## config.mk

```make
export PLATFORM = sky130hd
export DESIGN_NAME = aprv_top
export DESIGN_NICKNAME = d
export VERILOG_FILES = /design/src/shared/aprv_pkg.sv /design/src/core/aprv_prio_enc.sv /design/src/core/aprv_top.sv
export SDC_FILE = /design/constraint.sdc
export NUM_CORES = 1
export LEC_CHECK = 0
export BUFFER_PORTS_ARGS = -buffer_cell sky130_fd_sc_hd__buf_2
export CAP_MARGIN = 20
export CORE_ASPECT_RATIO = 0.6
export CORE_MARGIN = 2
export CORE_UTILIZATION = 42
export CTS_BUF_LIST = sky130_fd_sc_hd__clkbuf_8 sky130_fd_sc_hd__clkbuf_16
export CTS_CLUSTER_SIZE = 8
export DETAILED_ROUTE_END_ITERATION = 6
export GPL_TIMING_DRIVEN = 1
export PLACE_DENSITY = 0.77
export SYNTH_ARGS = -nofsm -noshare
export SYNTH_HDL_FRONTEND = slang
export SYNTH_SLANG_ARGS = --single-unit
```

## constraint.sdc

```tcl
create_clock -name CORE_CLK -period 2 [get_ports CORE_CLK]
set_input_delay 0.4 -clock CORE_CLK [delete_from_list [all_inputs] [get_ports CORE_CLK]]
set_output_delay 0.4 -clock CORE_CLK [all_outputs]
set_load 0.02 [all_outputs]
```

## src/shared/aprv_pkg.sv

```systemverilog
// Package for the pair ready status and jump table vector block
package aprv_pkg;
	localparam int          NUM_PAIRS      = 6;
	localparam int          REG_W          = 16;
	localparam int          IDX_SHIFT      = 2;
	localparam logic [11:0] OFF_STATUS     = 12'h000;
	localparam logic [11:0] OFF_BASE       = 12'h004;
	localparam logic [15:0] STATUS_RESET   = 16'h0000;
	localparam logic [15:0] BASE_RESET     = 16'h0000;
	localparam logic [15:0] BASE_WR_MASK   = 16'hFFFE;
	localparam logic [5:0]  PAIR_MASK      = 6'h3F;

	typedef enum logic [1:0] {
		APRV_IDLE   = 2'b00,
		APRV_ACCESS = 2'b01
	} aprv_phase_t;

	typedef struct packed {
		logic        sel;
		logic        enable;
		logic        write;
		logic [11:0] addr;
		logic [31:0] wdata;
		logic [3:0]  strb;
	} aprv_apb_req_t;
endpackage

```

## src/core/aprv_prio_enc.sv

```systemverilog
// Priority encoder: lowest set bit number wins
module aprv_prio_enc #(
	parameter int N = 6,
	parameter int W = 3
) (
	// Flags in
	input  wire logic [N-1:0] flags,
	// Encoded index out
	output logic      [W-1:0] index
);
	always_comb
	begin
		index = '0;
		for (int i = N - 1; i >= 0; i--)
		begin
			if (flags[i])
			begin
				index = W'(i);
			end
		end
	end
endmodule

```

## src/core/aprv_top.sv

```systemverilog
// Pair ready status flags and vectored jump table base register over APB
// Functional notes
// - Six ready flags sit in status bits 5..0 and hardware sets one when its pair result lands in the buffer.
// - A ready flag is cleared only by software writing zero to its position, and software clears serviced flags so.
// - The base register keeps software written bits 15..1 and resets to zero.
// - Base bit 0 is not stored, reads zero and ignores writes.
// - Reading the base returns the stored base plus the encoded flag index.
// - The encoder gives the number of the lowest numbered set flag, pair zero being highest priority.
// - The index is shifted left two places before the add so its low two bits are zero.
// - A separate completion interrupt per pair is offered as an alternative to the vectored read.
module aprv_top (
	// Clock and reset
	input  wire logic        CORE_CLK,
	input  wire logic        RSTN,
	// APB slave
	input  wire logic        PSEL,
	input  wire logic        PENABLE,
	input  wire logic        PWRITE,
	input  wire logic [11:0] PADDR,
	input  wire logic [31:0] PWDATA,
	input  wire logic [3:0]  PSTRB,
	output logic      [31:0] PRDATA,
	output logic             PREADY,
	output logic             PSLVERR,
	// Converter side
	input  wire logic [5:0]  PAIR_DONE,
	output logic      [5:0]  PAIR_COMPLETE_IRQ
);
	// Bus request as one bundle
	aprv_pkg::aprv_apb_req_t req;

	// Decode and transfer qualifiers
	logic                  hit_status;
	logic                  hit_base;
	logic                  hit_any;
	logic                  setup;
	logic                  access;
	logic                  wr_take;
	logic                  status_wr;
	logic                  base_wr;

	// Transfer phase
	aprv_pkg::aprv_phase_t phase_q;
	aprv_pkg::aprv_phase_t phase_d;

	// Pair ready flags
	logic      [5:0]       ready_q;
	logic      [5:0]       ready_d;
	wire logic [5:0]       flag_clr;
	wire logic [5:0]       flag_set;

	// Jump table base and vector
	logic      [15:0]      base_q;
	logic      [15:0]      base_d;
	logic      [2:0]       enc_idx;
	logic      [15:0]      idx_offset;
	logic      [15:0]      vector;

	// Bus answer
	logic      [31:0]      prdata_q;
	logic      [31:0]      prdata_d;
	logic                  pready_q;
	logic                  pready_d;
	logic                  pslverr_q;
	logic                  pslverr_d;

	// Completion interrupts
	logic      [5:0]       irq_q;
	logic      [5:0]       irq_d;

	genvar                 g;

	assign req = '{sel: PSEL, enable: PENABLE, write: PWRITE, addr: PADDR, wdata: PWDATA, strb: PSTRB};

	aprv_prio_enc #(
		.N (aprv_pkg::NUM_PAIRS),
		.W (3)
	) u_enc (
		.flags (ready_q),
		.index (enc_idx)
	);

	// Decode: reads answer from the setup edge, writes commit at the access edge
	always_comb
	begin
		hit_status = (req.addr == aprv_pkg::OFF_STATUS);
		hit_base   = (req.addr == aprv_pkg::OFF_BASE);
		hit_any    = hit_status || hit_base;
		setup      = req.sel && !req.enable;
		// Only an access that follows our own setup edge may write, so a stray enable is harmless
		access     = req.sel && req.enable && (phase_q == aprv_pkg::APRV_ACCESS);
		wr_take    = access && req.write;
		status_wr  = wr_take && hit_status && req.strb[0];
		base_wr    = wr_take && hit_base;
	end

	// Transfer phase: zero wait states, so access always lasts one cycle
	always_comb
	begin
		phase_d = aprv_pkg::APRV_IDLE;
		case (phase_q)
			aprv_pkg::APRV_IDLE:
			begin
				if (setup)
				begin
					phase_d = aprv_pkg::APRV_ACCESS;
				end
			end
			aprv_pkg::APRV_ACCESS:
			begin
				// A back-to-back setup is seen next cycle from idle
				phase_d = aprv_pkg::APRV_IDLE;
			end
			default:
			begin
				phase_d = aprv_pkg::APRV_IDLE;
			end
		endcase
	end

	// One clear term and one set term per pair
	generate
		for (g = 0; g < aprv_pkg::NUM_PAIRS; g = g + 1)
		begin : g_flag
			assign flag_clr[g] = status_wr && !req.wdata[g];
			assign flag_set[g] = PAIR_DONE[g];
		end
	endgenerate

	// Set is applied after clear so a completion in the clearing cycle is not lost
	always_comb
	begin
		ready_d = ((ready_q & ~flag_clr) | flag_set) & aprv_pkg::PAIR_MASK;
	end

	// Base register, written per byte lane
	always_comb
	begin
		base_d = base_q;
		if (base_wr && req.strb[0])
		begin
			// Bit 0 has no storage, so a written one is dropped here
			base_d[7:0] = req.wdata[7:0] & aprv_pkg::BASE_WR_MASK[7:0];
		end
		if (base_wr && req.strb[1])
		begin
			base_d[15:8] = req.wdata[15:8];
		end
	end

	// The add wraps at 16 bits: a base near the top of the map folds back to low addresses
	always_comb
	begin
		idx_offset = 16'(enc_idx) << aprv_pkg::IDX_SHIFT;
		vector     = base_q + idx_offset;
	end

	// Answer is registered at the setup edge and stands for the access cycle only
	always_comb
	begin
		pready_d  = setup;
		pslverr_d = setup && !hit_any;
		prdata_d  = 32'h0000_0000;
		if (setup && !req.write && hit_status)
		begin
			prdata_d = {26'h0, ready_q};
		end
		else if (setup && !req.write && hit_base)
		begin
			prdata_d = {16'h0000, vector};
		end
	end

	// Completion interrupts follow the converter one cycle late
	always_comb
	begin
		irq_d = PAIR_DONE;
	end

	always_ff @(posedge CORE_CLK or negedge RSTN)
	begin
		if (!RSTN)
		begin
			phase_q <= aprv_pkg::APRV_IDLE;
		end
		else
		begin
			phase_q <= phase_d;
		end
	end

	always_ff @(posedge CORE_CLK or negedge RSTN)
	begin
		if (!RSTN)
		begin
			ready_q <= aprv_pkg::STATUS_RESET[5:0];
		end
		else
		begin
			ready_q <= ready_d;
		end
	end

	always_ff @(posedge CORE_CLK or negedge RSTN)
	begin
		if (!RSTN)
		begin
			base_q <= aprv_pkg::BASE_RESET;
		end
		else
		begin
			base_q <= base_d;
		end
	end

	always_ff @(posedge CORE_CLK or negedge RSTN)
	begin
		if (!RSTN)
		begin
			prdata_q  <= 32'h0000_0000;
			pready_q  <= 1'b0;
			pslverr_q <= 1'b0;
		end
		else
		begin
			prdata_q  <= prdata_d;
			pready_q  <= pready_d;
			pslverr_q <= pslverr_d;
		end
	end

	always_ff @(posedge CORE_CLK or negedge RSTN)
	begin
		if (!RSTN)
		begin
			irq_q <= 6'h00;
		end
		else
		begin
			irq_q <= irq_d;
		end
	end

	// Every output comes straight from a flip-flop
	assign PRDATA            = prdata_q;
	assign PREADY            = pready_q;
	assign PSLVERR           = pslverr_q;
	assign PAIR_COMPLETE_IRQ = irq_q;
endmodule

```

==> impl_results.md <==
- Largest family of logic cells by synthesized area: simple AND/OR/NAND/NOR gates
- CP Launch Point: ready_q[4]
- Clk_skew: 0.00999 ns
- Filler Cells Inserted: 430
- Biggest area consumer among synthesized cells: dfrtp_1
- Synth Instances: 178
- Worst Hold Class: input pin to asynchronous set/reset pin
- Clk slew on worst S/H paths: 0.08 ns
- Initial antenna violation count: 0
- Final Max Slew Viols: 0
- Clock buffer depth: 2
- Crit path time final: 2.11 ns
- Max Fclk: 0.473 GHz
- Worst-margin pin slew: 0.525 ns
- Iter 0 DRT Violations: 73
- Top_reg_cell synth: dfrtp_1
- Hold_ws: 0.0684 ns
- Critical Path RT: 2.20 ns
- Fin nets: 334
- Outcome: finished, violations left
- Via count: 1,616
- Worst Path Buf+Inv: 1
- Sum Neg Setup Slack: -0.604 ns
- Diodes inserted: 0
- Clock sink count: 46
- Most frequent cells in the layout: buf_2 (64), dfrtp_1 (44), buf_4 (21)
- Worst Slack Setup Final: -0.114 ns
- Largest net degree at the start of global routing: 26
- Initial core utilization: 43.2%
- Worst setup SP type: flop
- Syn avg cell area: 12.2 µm²
- Root Driver: clkbuf_8
- Ys Warns: 0
- Drc violations: 0
- Rows: 20
- Mapped Area: 2170 µm²
- Final Hold Viols: 0
- Synth area leaders: dfrtp_1 (53%), mux2_2 (7.3%), buf_4 (5.5%)
- H-tree Lvls: 2
- Yosys cell types: 41
- Final setup fails: 8
- Yosys reg bits: 46
- Sequential share of the synthesized area: 53.0%
- Post-DR vias/cell: 4.78
- First-pass GRT wire length: 7420 µm
- Ys async rst share: 100%
- Yosys top cell area share: 53.0%
- Reg-to-reg slack, setup: -0.11 ns
- P_leak: 1.47 nW
- Register area: 1150 µm²
- Violated checks: setup timing
- TritonCTS clock tree: built
- Die height: 59.7 µm
- Width of the die: 96.8 µm
- IO Port Bufs: 64
- Gr ovfl total: 0
- Most frequent CP cell: nor2_1
- Total CTS buffers: 5
- Fraction of layout cells with a size suffix above 1: 50.0%
- CTS Hold Bufs: 0
- Period utilization: 106%
- Area growth syn-to-layout: 35.3%
- GPL Wtd Cong: 0.843
- Multiplexer area fraction after synthesis: 7.78%
- Gr usage total: 16.8%
- Slew margin rel.: 65.0%
- Slowest cell on crit path: or3b_2
- CP Capture Type: flop
- CP Class: flop to flop
- CP max FO: 3
- CP arrival: 2.32 ns
- DR WL/cell: 14.4 µm
- Worst VDD drop: 0.266 mV
- Synth Area in XOR/XNOR: 4.44%
- CORE AREA: 5030 µm²
- Detail Route Antenna Nets: 0
- Pre-antenna DRT Iters: 4
- Vias in the first global route: 1,536
- Synth Area in Compound Gates: 8.24%
- Largest stage delay, worst path: 0.46 ns
- RR Startpoint: ready_q[4]
- Post-synth EDFFs: 0
- Simple-Gate Fraction of Synth Area: 16.7%
- Pwr Density: 589 nW/µm²
- Number of max-cap violations: 0
- Area of the multi-input gates: 1030 µm²
- Io pins: 99
- Commonest non-fill, non-tap cell in the layout: buf_2
- Worst-path cell chain: nand2b_4, a21oi_2, nor2_1, nor2_1, ha_2, buf_4, a211oi_4, nor3_2, or3b_2, a21oi_1
- Post-DP HPWL: 3670 µm
- Adder and majority gate portion of the synthesized area: 2.65%
- Die area: 5780 µm²
- Routed WL: 4870 µm
- CP top delay family: simple AND/OR/NAND/NOR gates
- RSZ-0062 raised after global routing: yes
- Insertion delay of the later-clocked pin in the worst-skew pair: 0.30 ns
[per-stage QoR]
stage / std cells / util (%) / worst slack (ns) / cell area, µm² / power (mW)
finish: 338 / 58.4 / -0.114 / 2940 / 1.73
global route: 338 / 58.4 / -0.270 / 2940 / 1.81
CTS: 333 / 56.4 / -0.117 / 2840 / 1.75
detailed placement: 325 / 53.3 / -0.204 / 2680 / 1.10
global placement: 325 / 53.3 / -0.0952 / 2680 / 1.09
floorplan: 193 / - / 0.00769 / 2230 / 1.04
[metal layers]
metal  GRT usage (%)  vias up  share of wire [%]
met5               0        -                  0
met4            4.23        0                2.1
met3            5.50        8                6.4
met2            23.6       50                 41
met1            25.2      772                 50
li1                -      786                  -
[area by class of cell]
class	count	share of cell area, %
Inverter	6	0.767
Clock buffer	5	2.34
Sequential cell	46	39.3
Clock inverter	3	1.36
Tap cell	66	2.81
Timing Repair Buffer	89	18.4
Multi-Input combinational cell	123	35.1
[where the power goes]
part | internal, mW | switching [mW]
registers | 0.938 | 0.00272
clock network | 0.367 | 0.287
logic | 0.0460 | 0.0888
total | 1.35 | 0.378
[cell families (layout without fill, tap and decap cells)]
group                      after synthesis  count (layout)
buffers and inverters                   24             103
xor gates and xnor gates                11              11
DFF                                     46              46
and+or+nand+nor                         54              54
AOI/OAI and AO/OA                       23              23
adders and majority gates                4               4
muxes                                   15              15
other                                    1              16
[sequential cells by signal, indices dropped and copies added, names as in the netlist]
signal / flops
phase_q: 1
PRDATA: 16
PSLVERR: 1
PREADY: 1
PAIR_COMPLETE_IRQ: 6
base_q: 15
ready_q: 6
[cell usage after synthesis, drive strengths merged (2+ instances only)]
library cell   n
xnor2          5
nor3           6
a21oi          2
and4           3
nand3          3
o21ai          2
nor2          16
ha             3
nand2b         7
and3           2
and2           2
dfrtp         46
nor4           5
nor4b          2
o41ai          6
xor2           6
o211ai         3
mux2          15
nand2          4
buf           17
a22o           4
inv            6
[worst paths after layout]
| kind | to | depth (start not counted) |
|---|---|---|
| max | PRDATA[15] | 10 |
| min | PAIR_COMPLETE_IRQ[2] | 1 |
| max reg2reg | PRDATA[15] | 10 |
| min reg2reg | phase_q[0] | 1 |
| max in group asynchronous | PRDATA[8] | 2 |
| min in group CORE_CLK | PAIR_COMPLETE_IRQ[1] | 1 |
[timing repair]
| action | CTS | global route |
|---|---|---|
| endpoints found under the setup margin | 8 | 12 |
| pin swaps | 10 | 17 |
| setup buffers | 0 | 5 |
| resized for setup | 11 | 12 |
(Power assumes the default switching activity.)
